File: src/include/sps_pkg.sv
// Purpose: shared constants and types for the socket present-state block
// Assumes: 32-bit register port with byte offsets on an 8-bit address
// Notes: status word layout, event bits, control encodings, timing
package sps_pkg;
	// Register offsets
	localparam logic [7:0] SPS_OFS_EVENT = 8'h00;
	localparam logic [7:0] SPS_OFS_PRESENT = 8'h08;
	localparam logic [7:0] SPS_OFS_FORCE = 8'h0C;
	localparam logic [7:0] SPS_OFS_CONTROL = 8'h10;
	// Present-state field positions
	localparam int SPS_PS_SOCK_LO = 28;
	localparam int SPS_PS_RSVD_HI = 27;
	localparam int SPS_PS_RSVD_LO = 14;
	localparam int SPS_PS_CARD_LO = 10;
	localparam int SPS_PS_BAD_REQ = 9;
	localparam int SPS_PS_DATA_LOSS = 8;
	localparam int SPS_PS_NOT_CARD = 7;
	localparam int SPS_PS_READY = 6;
	localparam int SPS_PS_CARDBUS = 5;
	localparam int SPS_PS_SIXTEEN = 4;
	localparam int SPS_PS_POWERED = 3;
	localparam int SPS_PS_DETECT_LO = 1;
	localparam int SPS_PS_STATUS = 0;
	// Socket capability: no Y.Y or X.X supply, 3.3 V and 5 V present
	localparam logic [3:0] SPS_SOCK_CAPS = 4'h3;
	// Force register: voltage test bit; card bits share present positions, bits 3:0 set event flags
	localparam int SPS_FRC_VTEST = 14;
	// Event register bits
	localparam int SPS_EV_STATUS = 0;
	localparam int SPS_EV_DETECT1 = 1;
	localparam int SPS_EV_DETECT2 = 2;
	localparam int SPS_EV_POWER = 3;
	// Control register supply request encodings
	localparam logic [1:0] SPS_VCC_OFF = 2'h0;
	localparam logic [1:0] SPS_VCC_FIVE = 2'h1;
	localparam logic [1:0] SPS_VCC_THREE = 2'h2;
	// Interrogation window
	localparam int SPS_CLK_PERIOD_NS = 20;
	localparam int SPS_INTERROGATE_NS = 1000;
	localparam int SPS_INTERROGATE_CYCLES =
		(SPS_INTERROGATE_NS + SPS_CLK_PERIOD_NS - 1) / SPS_CLK_PERIOD_NS;

	// Edges after interrogation during which driven detect levels may still be in flight
	localparam logic [1:0] SPS_DETECT_TAIL = 2'h3;

	typedef enum {SPS_IDLE, SPS_DRIVE} sps_state_e;

	typedef struct packed {
		logic [3:0] volts;
		logic cardbus;
		logic sixteen_bit;
		logic not_card;
	} sps_card_s;

	// Voltage-sense strap pair to card identity
	function automatic sps_card_s sps_decode_card(input logic [1:0] vs);
		sps_card_s c;
		c = '0;
		case (vs)
			2'h3: begin
				c.sixteen_bit = 1'b1;
				c.volts = 4'h1;
			end
			2'h2: begin
				c.sixteen_bit = 1'b1;
				c.volts = 4'h3;
			end
			2'h1: begin
				c.cardbus = 1'b1;
				c.volts = 4'h2;
			end
			default: c.not_card = 1'b1;
		endcase
		return c;
	endfunction
endpackage

File: src/verilog/sps_socket_status.sv
// Purpose: socket present-state register with event, force and control registers
// Assumes: MCLK 50 MHz, RESET_N synchronous active low, card pins asynchronous
// Notes: read data valid only in the cycle after RD; unmapped reads return zero
`timescale 1ns/100ps
module sps_socket_status
	import sps_pkg::*;
#(
	parameter int INTERROGATE_CYCLES = SPS_INTERROGATE_CYCLES
) (
	input wire logic MCLK,
	input wire logic RESET_N,
	input wire logic [7:0] ADDR,
	input wire logic [31:0] WDATA,
	input wire logic WR,
	input wire logic RD,
	output logic [31:0] RDATA,
	input wire logic DETECT_ONE_N,
	input wire logic DETECT_TWO_N,
	input wire logic STATUS_CHANGE,
	input wire logic READY_IRQ,
	input wire logic [1:0] VOLT_SENSE,
	input wire logic CYCLE_PENDING,
	output logic DETECT_DRIVE_EN,
	output logic SOCKET_POWER_ON
);
	logic [5:0] pins_sync;
	logic [1:0] detect_sync;
	logic status_sync;
	logic ready_sync;
	logic [1:0] vs_sync;
	logic busy;
	logic done;
	sps_card_s card_result;

	// Status state
	logic [3:0] card_volts;
	logic cardbus_type_present;
	logic sixteen_bit_type_present;
	logic unrecognised_card;
	logic invalid_power_request;
	logic removal_data_loss;
	logic socket_powered;
	logic [1:0] detect_level;
	logic status_change_level;
	logic ready_irq_level;
	logic [3:0] event_flags;
	logic [1:0] vcc_request;
	logic interrogate_start;
	logic [3:0] next_card_volts;
	logic next_cardbus;
	logic next_sixteen;
	logic next_unrecognised;
	logic next_invalid_req;
	logic next_data_loss;
	logic next_powered;
	logic [1:0] next_detect_level;
	logic next_status_level;
	logic next_ready_level;
	logic [3:0] next_event_flags;
	logic [1:0] next_vcc_request;
	logic next_interrogate_start;
	logic [31:0] next_rdata;
	logic [31:0] present_word;
	logic wr_force;
	logic wr_control;
	logic inserted;
	logic removed;
	logic voltage_reinterrogate;
	logic [3:0] event_set;
	logic [1:0] detect_tail;
	logic [1:0] next_detect_tail;
	logic detect_hold;

	sps_sync #(
		.WIDTH(6)
	) u_sync (
		.clk(MCLK),
		.reset_n(RESET_N),
		// Detect lines enter inverted so a cleared synchroniser reads as an empty socket
		.async_in({VOLT_SENSE, READY_IRQ, STATUS_CHANGE, ~DETECT_TWO_N, ~DETECT_ONE_N}),
		.sync_out(pins_sync)
	);

	assign detect_sync = ~pins_sync[1:0];
	assign status_sync = pins_sync[2];
	assign ready_sync = pins_sync[3];
	assign vs_sync = pins_sync[5:4];

	sps_interrogate #(
		.CYCLES(INTERROGATE_CYCLES)
	) u_interrogate (
		.clk(MCLK),
		.reset_n(RESET_N),
		.start(interrogate_start),
		.vs(vs_sync),
		.busy(busy),
		.done(done),
		.card(card_result)
	);

	always_comb begin
		wr_force = WR && (ADDR == SPS_OFS_FORCE);
		wr_control = WR && (ADDR == SPS_OFS_CONTROL);
		voltage_reinterrogate = wr_force && WDATA[SPS_FRC_VTEST];
		// Hold also covers the synchroniser delay after the drive ends
		detect_hold = busy || (detect_tail != 2'h0);
		// Both detect lines low marks a seated card
		inserted = !detect_hold && (detect_sync == 2'b00) && (detect_level != 2'b00);
		removed = !detect_hold && (detect_sync != 2'b00) && (detect_level == 2'b00);
	end

	// Socket status state
	always_comb begin
		next_card_volts = card_volts;
		next_cardbus = cardbus_type_present;
		next_sixteen = sixteen_bit_type_present;
		next_unrecognised = unrecognised_card;
		next_invalid_req = invalid_power_request;
		next_data_loss = removal_data_loss;
		next_powered = socket_powered;
		next_vcc_request = vcc_request;
		next_interrogate_start = inserted || voltage_reinterrogate;
		next_ready_level = ready_sync;
		next_status_level = status_sync;
		next_detect_level = detect_hold ? detect_level : detect_sync;
		next_detect_tail = detect_tail;
		if (busy) begin
			next_detect_tail = SPS_DETECT_TAIL;
		end else if (detect_tail != 2'h0) begin
			next_detect_tail = detect_tail - 2'h1;
		end
		if (inserted) begin
			next_data_loss = 1'b0;
		end
		if (removed && CYCLE_PENDING) begin
			next_data_loss = 1'b1;
		end
		if (removed) begin
			next_powered = 1'b0;
		end
		if (done) begin
			next_card_volts = card_result.volts;
			next_cardbus = card_result.cardbus;
			next_sixteen = card_result.sixteen_bit;
			if (card_result.not_card) begin
				next_unrecognised = 1'b1;
			end else begin
				next_unrecognised = 1'b0;
			end
		end
		if (wr_control) begin
			next_vcc_request = WDATA[1:0];
			// Refuse a supply the card does not claim, leaving the socket off
			if (WDATA[1:0] == SPS_VCC_OFF) begin
				next_powered = 1'b0;
				next_invalid_req = 1'b0;
			end else if ((WDATA[1:0] == SPS_VCC_FIVE && card_volts[0])
				|| (WDATA[1:0] == SPS_VCC_THREE && card_volts[1])) begin
				next_powered = 1'b1;
				next_invalid_req = 1'b0;
			end else begin
				next_powered = 1'b0;
				next_invalid_req = 1'b1;
			end
		end
		// Force writes take priority over a finishing interrogation
		if (wr_force) begin
			next_card_volts = WDATA[SPS_PS_CARD_LO +: 4];
			next_invalid_req = WDATA[SPS_PS_BAD_REQ];
			next_data_loss = WDATA[SPS_PS_DATA_LOSS];
			next_unrecognised = WDATA[SPS_PS_NOT_CARD];
			next_cardbus = WDATA[SPS_PS_CARDBUS];
			next_sixteen = WDATA[SPS_PS_SIXTEEN];
		end
	end

	// Event flags: a hardware set in the clearing cycle survives
	always_comb begin
		event_set = '0;
		if (cardbus_type_present) begin
			event_set[SPS_EV_STATUS] = status_sync && !status_change_level;
		end else begin
			event_set[SPS_EV_STATUS] = status_sync != status_change_level;
		end
		event_set[SPS_EV_DETECT1] = next_detect_level[0] != detect_level[0];
		event_set[SPS_EV_DETECT2] = next_detect_level[1] != detect_level[1];
		event_set[SPS_EV_POWER] = next_powered != socket_powered;
		if (wr_force) begin
			event_set = event_set | WDATA[3:0];
		end
		next_event_flags = event_flags;
		if (WR && ADDR == SPS_OFS_EVENT) begin
			next_event_flags = event_flags & ~WDATA[3:0];
		end
		next_event_flags = next_event_flags | event_set;
	end

	// Read path
	always_comb begin
		present_word = '0;
		present_word[SPS_PS_SOCK_LO +: 4] = SPS_SOCK_CAPS;
		present_word[SPS_PS_CARD_LO +: 4] = card_volts;
		present_word[SPS_PS_BAD_REQ] = invalid_power_request;
		present_word[SPS_PS_DATA_LOSS] = removal_data_loss;
		present_word[SPS_PS_NOT_CARD] = unrecognised_card;
		present_word[SPS_PS_READY] = ready_irq_level;
		present_word[SPS_PS_CARDBUS] = cardbus_type_present;
		present_word[SPS_PS_SIXTEEN] = sixteen_bit_type_present;
		present_word[SPS_PS_POWERED] = socket_powered;
		present_word[SPS_PS_DETECT_LO +: 2] = detect_level;
		present_word[SPS_PS_STATUS] = status_change_level;
		next_rdata = '0;
		if (RD) begin
			case (ADDR)
				SPS_OFS_EVENT: next_rdata = {28'h0000000, event_flags};
				SPS_OFS_PRESENT: next_rdata = present_word;
				SPS_OFS_CONTROL: next_rdata = {30'h00000000, vcc_request};
				default: next_rdata = '0;
			endcase
		end
	end

	always_ff @(posedge MCLK) begin
		if (!RESET_N) begin
			card_volts <= '0;
			cardbus_type_present <= 1'b0;
			sixteen_bit_type_present <= 1'b0;
			unrecognised_card <= 1'b0;
			invalid_power_request <= 1'b0;
			removal_data_loss <= 1'b0;
			socket_powered <= 1'b0;
			SOCKET_POWER_ON <= 1'b0;
			detect_level <= 2'b11;
			status_change_level <= 1'b0;
			ready_irq_level <= 1'b0;
			event_flags <= '0;
			vcc_request <= SPS_VCC_OFF;
			interrogate_start <= 1'b0;
			DETECT_DRIVE_EN <= 1'b0;
			detect_tail <= '0;
			RDATA <= '0;
		end else begin
			card_volts <= next_card_volts;
			cardbus_type_present <= next_cardbus;
			sixteen_bit_type_present <= next_sixteen;
			unrecognised_card <= next_unrecognised;
			invalid_power_request <= next_invalid_req;
			removal_data_loss <= next_data_loss;
			socket_powered <= next_powered;
			SOCKET_POWER_ON <= next_powered;
			detect_level <= next_detect_level;
			status_change_level <= next_status_level;
			ready_irq_level <= next_ready_level;
			event_flags <= next_event_flags;
			vcc_request <= next_vcc_request;
			interrogate_start <= next_interrogate_start;
			DETECT_DRIVE_EN <= busy;
			detect_tail <= next_detect_tail;
			RDATA <= next_rdata;
		end
	end
endmodule

File: src/verilog/sps_sync.sv
// Purpose: two-flop synchroniser for asynchronous socket pins
// Assumes: synchronous active-low reset
// Notes: only the second stage may be observed
`timescale 1ns/100ps
module sps_sync
	import sps_pkg::*;
#(
	parameter int WIDTH = 4
) (
	input wire logic clk,
	input wire logic reset_n,
	input wire logic [WIDTH-1:0] async_in,
	output logic [WIDTH-1:0] sync_out
);
	logic [WIDTH-1:0] stage;
	logic [WIDTH-1:0] next_stage;
	logic [WIDTH-1:0] next_sync_out;

	always_comb begin
		next_stage = async_in;
		next_sync_out = stage;
	end

	always_ff @(posedge clk) begin
		if (!reset_n) begin
			stage <= '0;
			sync_out <= '0;
		end else begin
			stage <= next_stage;
			sync_out <= next_sync_out;
		end
	end
endmodule

File: src/verilog/sps_interrogate.sv
// Purpose: card identification sequence after insertion or a voltage test
// Assumes: start is a one-cycle pulse, vs already synchronised
// Notes: detect lines are driven for the whole window; result sampled at its end
`timescale 1ns/100ps
module sps_interrogate
	import sps_pkg::*;
#(
	parameter int CYCLES = SPS_INTERROGATE_CYCLES
) (
	input wire logic clk,
	input wire logic reset_n,
	input wire logic start,
	input wire logic [1:0] vs,
	output logic busy,
	output logic done,
	output sps_card_s card
);
	sps_state_e state;
	sps_state_e next_state;
	logic [15:0] count;
	logic [15:0] next_count;
	logic next_done;
	sps_card_s next_card;

	always_comb begin
		next_state = state;
		next_count = count;
		next_done = 1'b0;
		next_card = card;
		case (state)
			SPS_IDLE: begin
				if (start) begin
					next_state = SPS_DRIVE;
					next_count = 16'(CYCLES - 1);
				end
			end
			SPS_DRIVE: begin
				if (count == 16'h0000) begin
					next_state = SPS_IDLE;
					next_done = 1'b1;
					next_card = sps_decode_card(vs);
				end else begin
					next_count = count - 16'h0001;
				end
			end
			default: next_state = SPS_IDLE;
		endcase
	end

	always_ff @(posedge clk) begin
		if (!reset_n) begin
			state <= SPS_IDLE;
			count <= '0;
			busy <= 1'b0;
			done <= 1'b0;
			card <= '0;
		end else begin
			state <= next_state;
			count <= next_count;
			busy <= (next_state == SPS_DRIVE);
			done <= next_done;
			card <= next_card;
		end
	end
endmodule

File: config.mk
export PLATFORM = sky130hd
export DESIGN_NAME = sps_socket_status
export DESIGN_NICKNAME = d
export VERILOG_FILES = /design/src/include/sps_pkg.sv /design/src/verilog/sps_socket_status.sv /design/src/verilog/sps_sync.sv /design/src/verilog/sps_interrogate.sv
export SDC_FILE = /design/constraint.sdc
export NUM_CORES = 1
export LEC_CHECK = 0
export BUFFER_PORTS_ARGS = -buffer_cell sky130_fd_sc_hd__buf_2
export CORE_ASPECT_RATIO = 1.75
export CORE_MARGIN = 2
export CORE_UTILIZATION = 45
export CTS_BUF_LIST = sky130_fd_sc_hd__clkbuf_4 sky130_fd_sc_hd__clkbuf_8 sky130_fd_sc_hd__clkbuf_16
export DETAILED_ROUTE_END_ITERATION = 7
export PLACE_DENSITY = 0.68
export SLEW_MARGIN = 15
export SYNTH_ARGS = -nofsm -noshare
export SYNTH_HDL_FRONTEND = slang
export SYNTH_SLANG_ARGS = --single-unit
File: constraint.sdc
create_clock -name MCLK -period 3.9 [get_ports MCLK]
set_input_delay 0.39 -clock MCLK [delete_from_list [all_inputs] [get_ports MCLK]]
set_output_delay 0.39 -clock MCLK [all_outputs]
set_load 0.01 [all_outputs]
==> impl_results.md <==
- Crit Path Max Fanout: 22
- Sink Count: ~110
- H-tree levels: 3
- Slew Limit Headroom: roughly 34%
- Detailed placer's ending HPWL: 5364 um
- Critical Path Start Type: flip-flop
- Maximum number of pins on one net before global-route repair: 31
- Combinational family with the most area after synthesis: simple AND/OR/NAND/NOR gates
- Layout cells sized above 1: between 15 and 20%
- Vias in the first global route: approximately 2800
- Depth of the worst register-to-register path: 7
- Total iterations of the first detailed-routing run: 6
- Starting DRC count in detailed routing: 169
- Final cell count without fillers: 590
- Register bit total from synthesis: 106
- Vertical die dimension: 127.5 um
- Clock buffers created by TritonCTS: 9
- Area share of the largest cell type after synthesis: between 50% and 60%
- Comb pwr share: 8.0%
- Clock tree from TritonCTS: built
- Fin crit share: 72.95%
- Sort of element at the end of the critical path: flip-flop
- Initial antenna violation count: 0
- Count of yosys warnings during synthesis: 0
- Hold Fails Final Rpt: 0
- Fin nets: about 530
- Upper clock frequency limit: 0.3515 GHz
- Number of inserted filler cells in the final layout: 838
- Routed via count divided by cell count: 4.925
- Clock share of power: 40.0%
- Post-synth EDFFs: 0
- Worst hold path type: in -> reg
- Setup slack of the most critical reg-to-reg path: 1.05 ns
- Width of the chip: 74.60 um
- Synthesized netlist cell count: 392
- Switching part of the total: ~23%
- Util after Layout: a little over half
- Total wire length after detailed routing: around 7500 um
- Reg-to-Reg Start: u_interrogate.count[0]$_SDFFE_PN0P_
- Post-CTS repair timing setup buffer count: 0
- Std-Cell Core Area: 8558 um^2
- Post-synthesis xor/xnor area fraction: approximately 1.1%
- Minimum clock period: 2.845 ns
- Commonest register cell after synthesis: sky130_fd_sc_hd__dfxtp_1
- Clock latency reported for the late side of the worst-skew pair: 0.34 ns
- Number of placed instances with taps included: 574
- Library cell occupying the most area in the post-synthesis netlist: sky130_fd_sc_hd__dfxtp_1
- Proportion of synthesized flip-flops having asynchronous set or reset: 0%
- Drt drc: 0
- Starting density of the core: between 40% and 50%
- First element of the critical path: u_interrogate.count[0]$_SDFFE_PN0P_
- Data arrival time of the critical path: 3.03 ns
- Global-route wire length before repair: ~13000 um
- Worst vdd ir: 0.3128 mV
- Hold_buf cts: 0
- Area fraction in compound gates after synthesis: 11.16%
- Switching power total: roughly 0.51 mW
- Antenna Cells: 0
- Maximum clock insertion buffer count: 2
- Leakage: around 1.9 nW
- Simple-gate portion of the synthesized area: 20.94%
- Number of endpoints failing setup at the final stage: 0
- Per-cell routed wire length: 12.67 um
- Adder-cell area share of the yosys netlist: between 2 and 2.5%
- Die outline area: 9515 um^2
- Pwr dens: 481.5 nW/um^2
- Post-synthesis mux area share: 4.080%
- Final cell area excluding filler cells: 4614 um^2
- Setup clock skew after layout: 0.007431 ns
- Cell variety after synth: 51
- Remaining global-route overflow: 0
- Total Negative Setup Slacks: 0 ns
- Transition time at the pin with the least slew margin: 0.9939 ns
- Total cell area at the placement stage: between 4000 and 5000 um^2
- CTS clock-pin slew for the worst setup and hold paths: 0.07 ns
- Detailed-route via count: 2906
- Maximum Capacitance Violations: 0
- Critical path required time: 4.08 ns
- RSZ-0062 raised after global routing: false
- Count of buffers from port buffering: 50
- Final Max Slew Viols: 0
- CTS Root Buffer Type: sky130_fd_sc_hd__clkbuf_16
- Cell internal pwr: 1.713 mW
- Area of the mapped netlist: 3925 um^2
- End point of the critical path: u_interrogate.count[5]$_SDFFE_PN0P_
- Num ports: 85
- Post-route ant nets: 0
- Type of the worst setup path: reg -> reg
- Hold_ws: 0.1885 ns
- Reg power frac: 52.0%
- Outcome: finished, final reports clean
- Share of synthesized area occupied by flip-flops and latches: 54.06%
- Synth-to-Final Area Change: 17.56%
- GRT Total Usage: 17.31%
- Critical register-to-register path endpoint: u_interrogate.count[5]$_SDFFE_PN0P_
- Post-synthesis average cell area: 10.01 um^2
- Cells resized by post-CTS repair: 0
- Cell row count: 45
- Ranking of synthesized cells by area: sky130_fd_sc_hd__dfxtp_1 (54%), sky130_fd_sc_hd__mux2i_1 (4.1%), sky130_fd_sc_hd__and2_1 (3.7%), sky130_fd_sc_hd__buf_4 (3.3%), sky130_fd_sc_hd__nor2_1 (2.9%)
- Final weighted congestion in routability-driven placement: 0.8203
## synthesized netlist by cell type (4+ instances only)
master                     number
sky130_fd_sc_hd__a211oi_1       4
sky130_fd_sc_hd__a21oi_1       21
sky130_fd_sc_hd__and2_1        23
sky130_fd_sc_hd__buf_4         17
sky130_fd_sc_hd__clkbuf_1      11
sky130_fd_sc_hd__dfxtp_1      106
sky130_fd_sc_hd__ha_1           7
sky130_fd_sc_hd__inv_1         16
sky130_fd_sc_hd__mux2i_1       16
sky130_fd_sc_hd__nand2_1       23
sky130_fd_sc_hd__nand3_1       10
sky130_fd_sc_hd__nand3b_1       4
sky130_fd_sc_hd__nand4_1        4
sky130_fd_sc_hd__nor2_1        30
sky130_fd_sc_hd__nor3_1         6
sky130_fd_sc_hd__nor4_1        11
sky130_fd_sc_hd__o21ai_0        6
sky130_fd_sc_hd__o31ai_1        7
sky130_fd_sc_hd__or3_1          8
sky130_fd_sc_hd__or4_1         12
sky130_fd_sc_hd__xnor2_1        5
## sequential cells by signal (all words and copies together), names as in the netlist, 4 cells and up
register              cells
u_sync.sync_out           6
u_sync.next_sync_out      6
u_interrogate.count      16
card_volts                4
u_interrogate.card        5
u_interrogate.state      32
RDATA                    15
event_flags               4
## kinds of logic (layout without fill, tap and decap cells)
family	count (synthesis)	after routing
XOR/XNOR	5	5
other	1	47
multiplexers	16	16
adder cells (fa/ha/maj)	7	7
AO/OA/AOI/OAI	61	61
flip-flops	106	106
AND/OR/NAND/NOR	148	148
buffers and inverters	48	83
## power groups by stage
stage	combinational (mW)	sequential [mW]	clock (mW)
2_1_floorplan	0.144	1.17	0
3_3_place_gp	0.171	1.18	0
3_5_place_dp	0.176	1.18	0
4_1_cts	0.177	1.16	0.919
5_1_grt	0.210	1.16	0.959
6_report	0.177	1.16	0.890
## metal layers
layer  track usage [%]  up-vias  wire (um)
met2             29.46       69       4012
met3             4.101       10        321
met5                 0        -          0
li1                  -     1467          -
met1             20.40     1360       2993
met4             7.038        0        146
## layout make-up
cell class | count | area (um^2) | area share, %
flip-flops and latches | 106 | 2122 | 45.99
clock buffers | 10 | 232.7 | 5.043
multi-input cells | 284 | 1728 | 37.45
clock inverters | 6 | 67.56 | 1.464
repair buffers | 51 | 257.7 | 5.586
well taps | 117 | 146.4 | 3.172
inverters | 16 | 60.06 | 1.302
## worst max-delay path: stages (launching register included)
cell,delay (ns)
sky130_fd_sc_hd__dfxtp_1,0.32
sky130_fd_sc_hd__inv_1,0.08
sky130_fd_sc_hd__ha_1,0.24
sky130_fd_sc_hd__or4b_2,0.64
sky130_fd_sc_hd__o41ai_2,0.53
sky130_fd_sc_hd__a211o_1,0.59
sky130_fd_sc_hd__or4_1,0.21
sky130_fd_sc_hd__a31oi_1,0.08
## worst min-delay path by stage
stage	from	endpoint	cells past startpoint
after floorplan	ready_irq_level$_SDFF_PN0_	RDATA[6]$_SDFF_PN0_	1
after global placement	u_sync.next_sync_out[1]$_SDFF_PN0_	u_sync.sync_out[1]$_SDFF_PN0_	1
after detailed placement	u_sync.next_sync_out[2]$_SDFF_PN0_	u_sync.sync_out[2]$_SDFF_PN0_	1
after CTS	DETECT_TWO_N	u_sync.next_sync_out[1]$_SDFF_PN0_	2
after global routing	DETECT_TWO_N	u_sync.next_sync_out[1]$_SDFF_PN0_	2
final	DETECT_ONE_N	u_sync.next_sync_out[0]$_SDFF_PN0_	2
## placed cells by master, fill, tap and decap left out, types with 3 or more instances in the layout
| cell type | synthesis | routed |
|---|---|---|
| sky130_fd_sc_hd__buf_2 | 3 | 50 |
| sky130_fd_sc_hd__a31oi_1 | 3 | 3 |
| sky130_fd_sc_hd__nor3_1 | 6 | 6 |
| sky130_fd_sc_hd__or3_1 | 8 | 8 |
| sky130_fd_sc_hd__conb_1 | 1 | 47 |
| sky130_fd_sc_hd__clkbuf_16 | 0 | 9 |
| sky130_fd_sc_hd__nor2b_1 | 3 | 3 |
| sky130_fd_sc_hd__nand2_1 | 23 | 23 |
| sky130_fd_sc_hd__a21oi_1 | 21 | 21 |
| sky130_fd_sc_hd__ha_1 | 7 | 7 |
| sky130_fd_sc_hd__nand4_1 | 4 | 4 |
| sky130_fd_sc_hd__nand3_1 | 10 | 10 |
| sky130_fd_sc_hd__inv_1 | 16 | 16 |
| sky130_fd_sc_hd__and2_1 | 23 | 23 |
| sky130_fd_sc_hd__o21ai_0 | 6 | 6 |
| sky130_fd_sc_hd__nor2_1 | 30 | 30 |
| sky130_fd_sc_hd__nand2b_1 | 3 | 3 |
| sky130_fd_sc_hd__or2_2 | 3 | 3 |
| sky130_fd_sc_hd__a211oi_1 | 4 | 4 |
| sky130_fd_sc_hd__o31ai_1 | 7 | 7 |
| sky130_fd_sc_hd__dfxtp_1 | 106 | 106 |
| sky130_fd_sc_hd__mux2i_1 | 16 | 16 |
| sky130_fd_sc_hd__nor4_1 | 11 | 11 |
| sky130_fd_sc_hd__o211ai_1 | 3 | 3 |
| sky130_fd_sc_hd__xnor2_1 | 5 | 5 |
| sky130_fd_sc_hd__nand3b_1 | 4 | 4 |
| sky130_fd_sc_hd__or4_1 | 12 | 12 |
## per-stage QoR
step / setup slack [ns] / power, mW
detailed placement: 1.065 / 1.356
CTS: 1.046 / 2.251
finish: 1.055 / 2.222
global placement: 1.115 / 1.348
floorplan: 1.381 / 1.316
global route: 0.8603 / 2.329
Power figures use the tool's default switching activity.
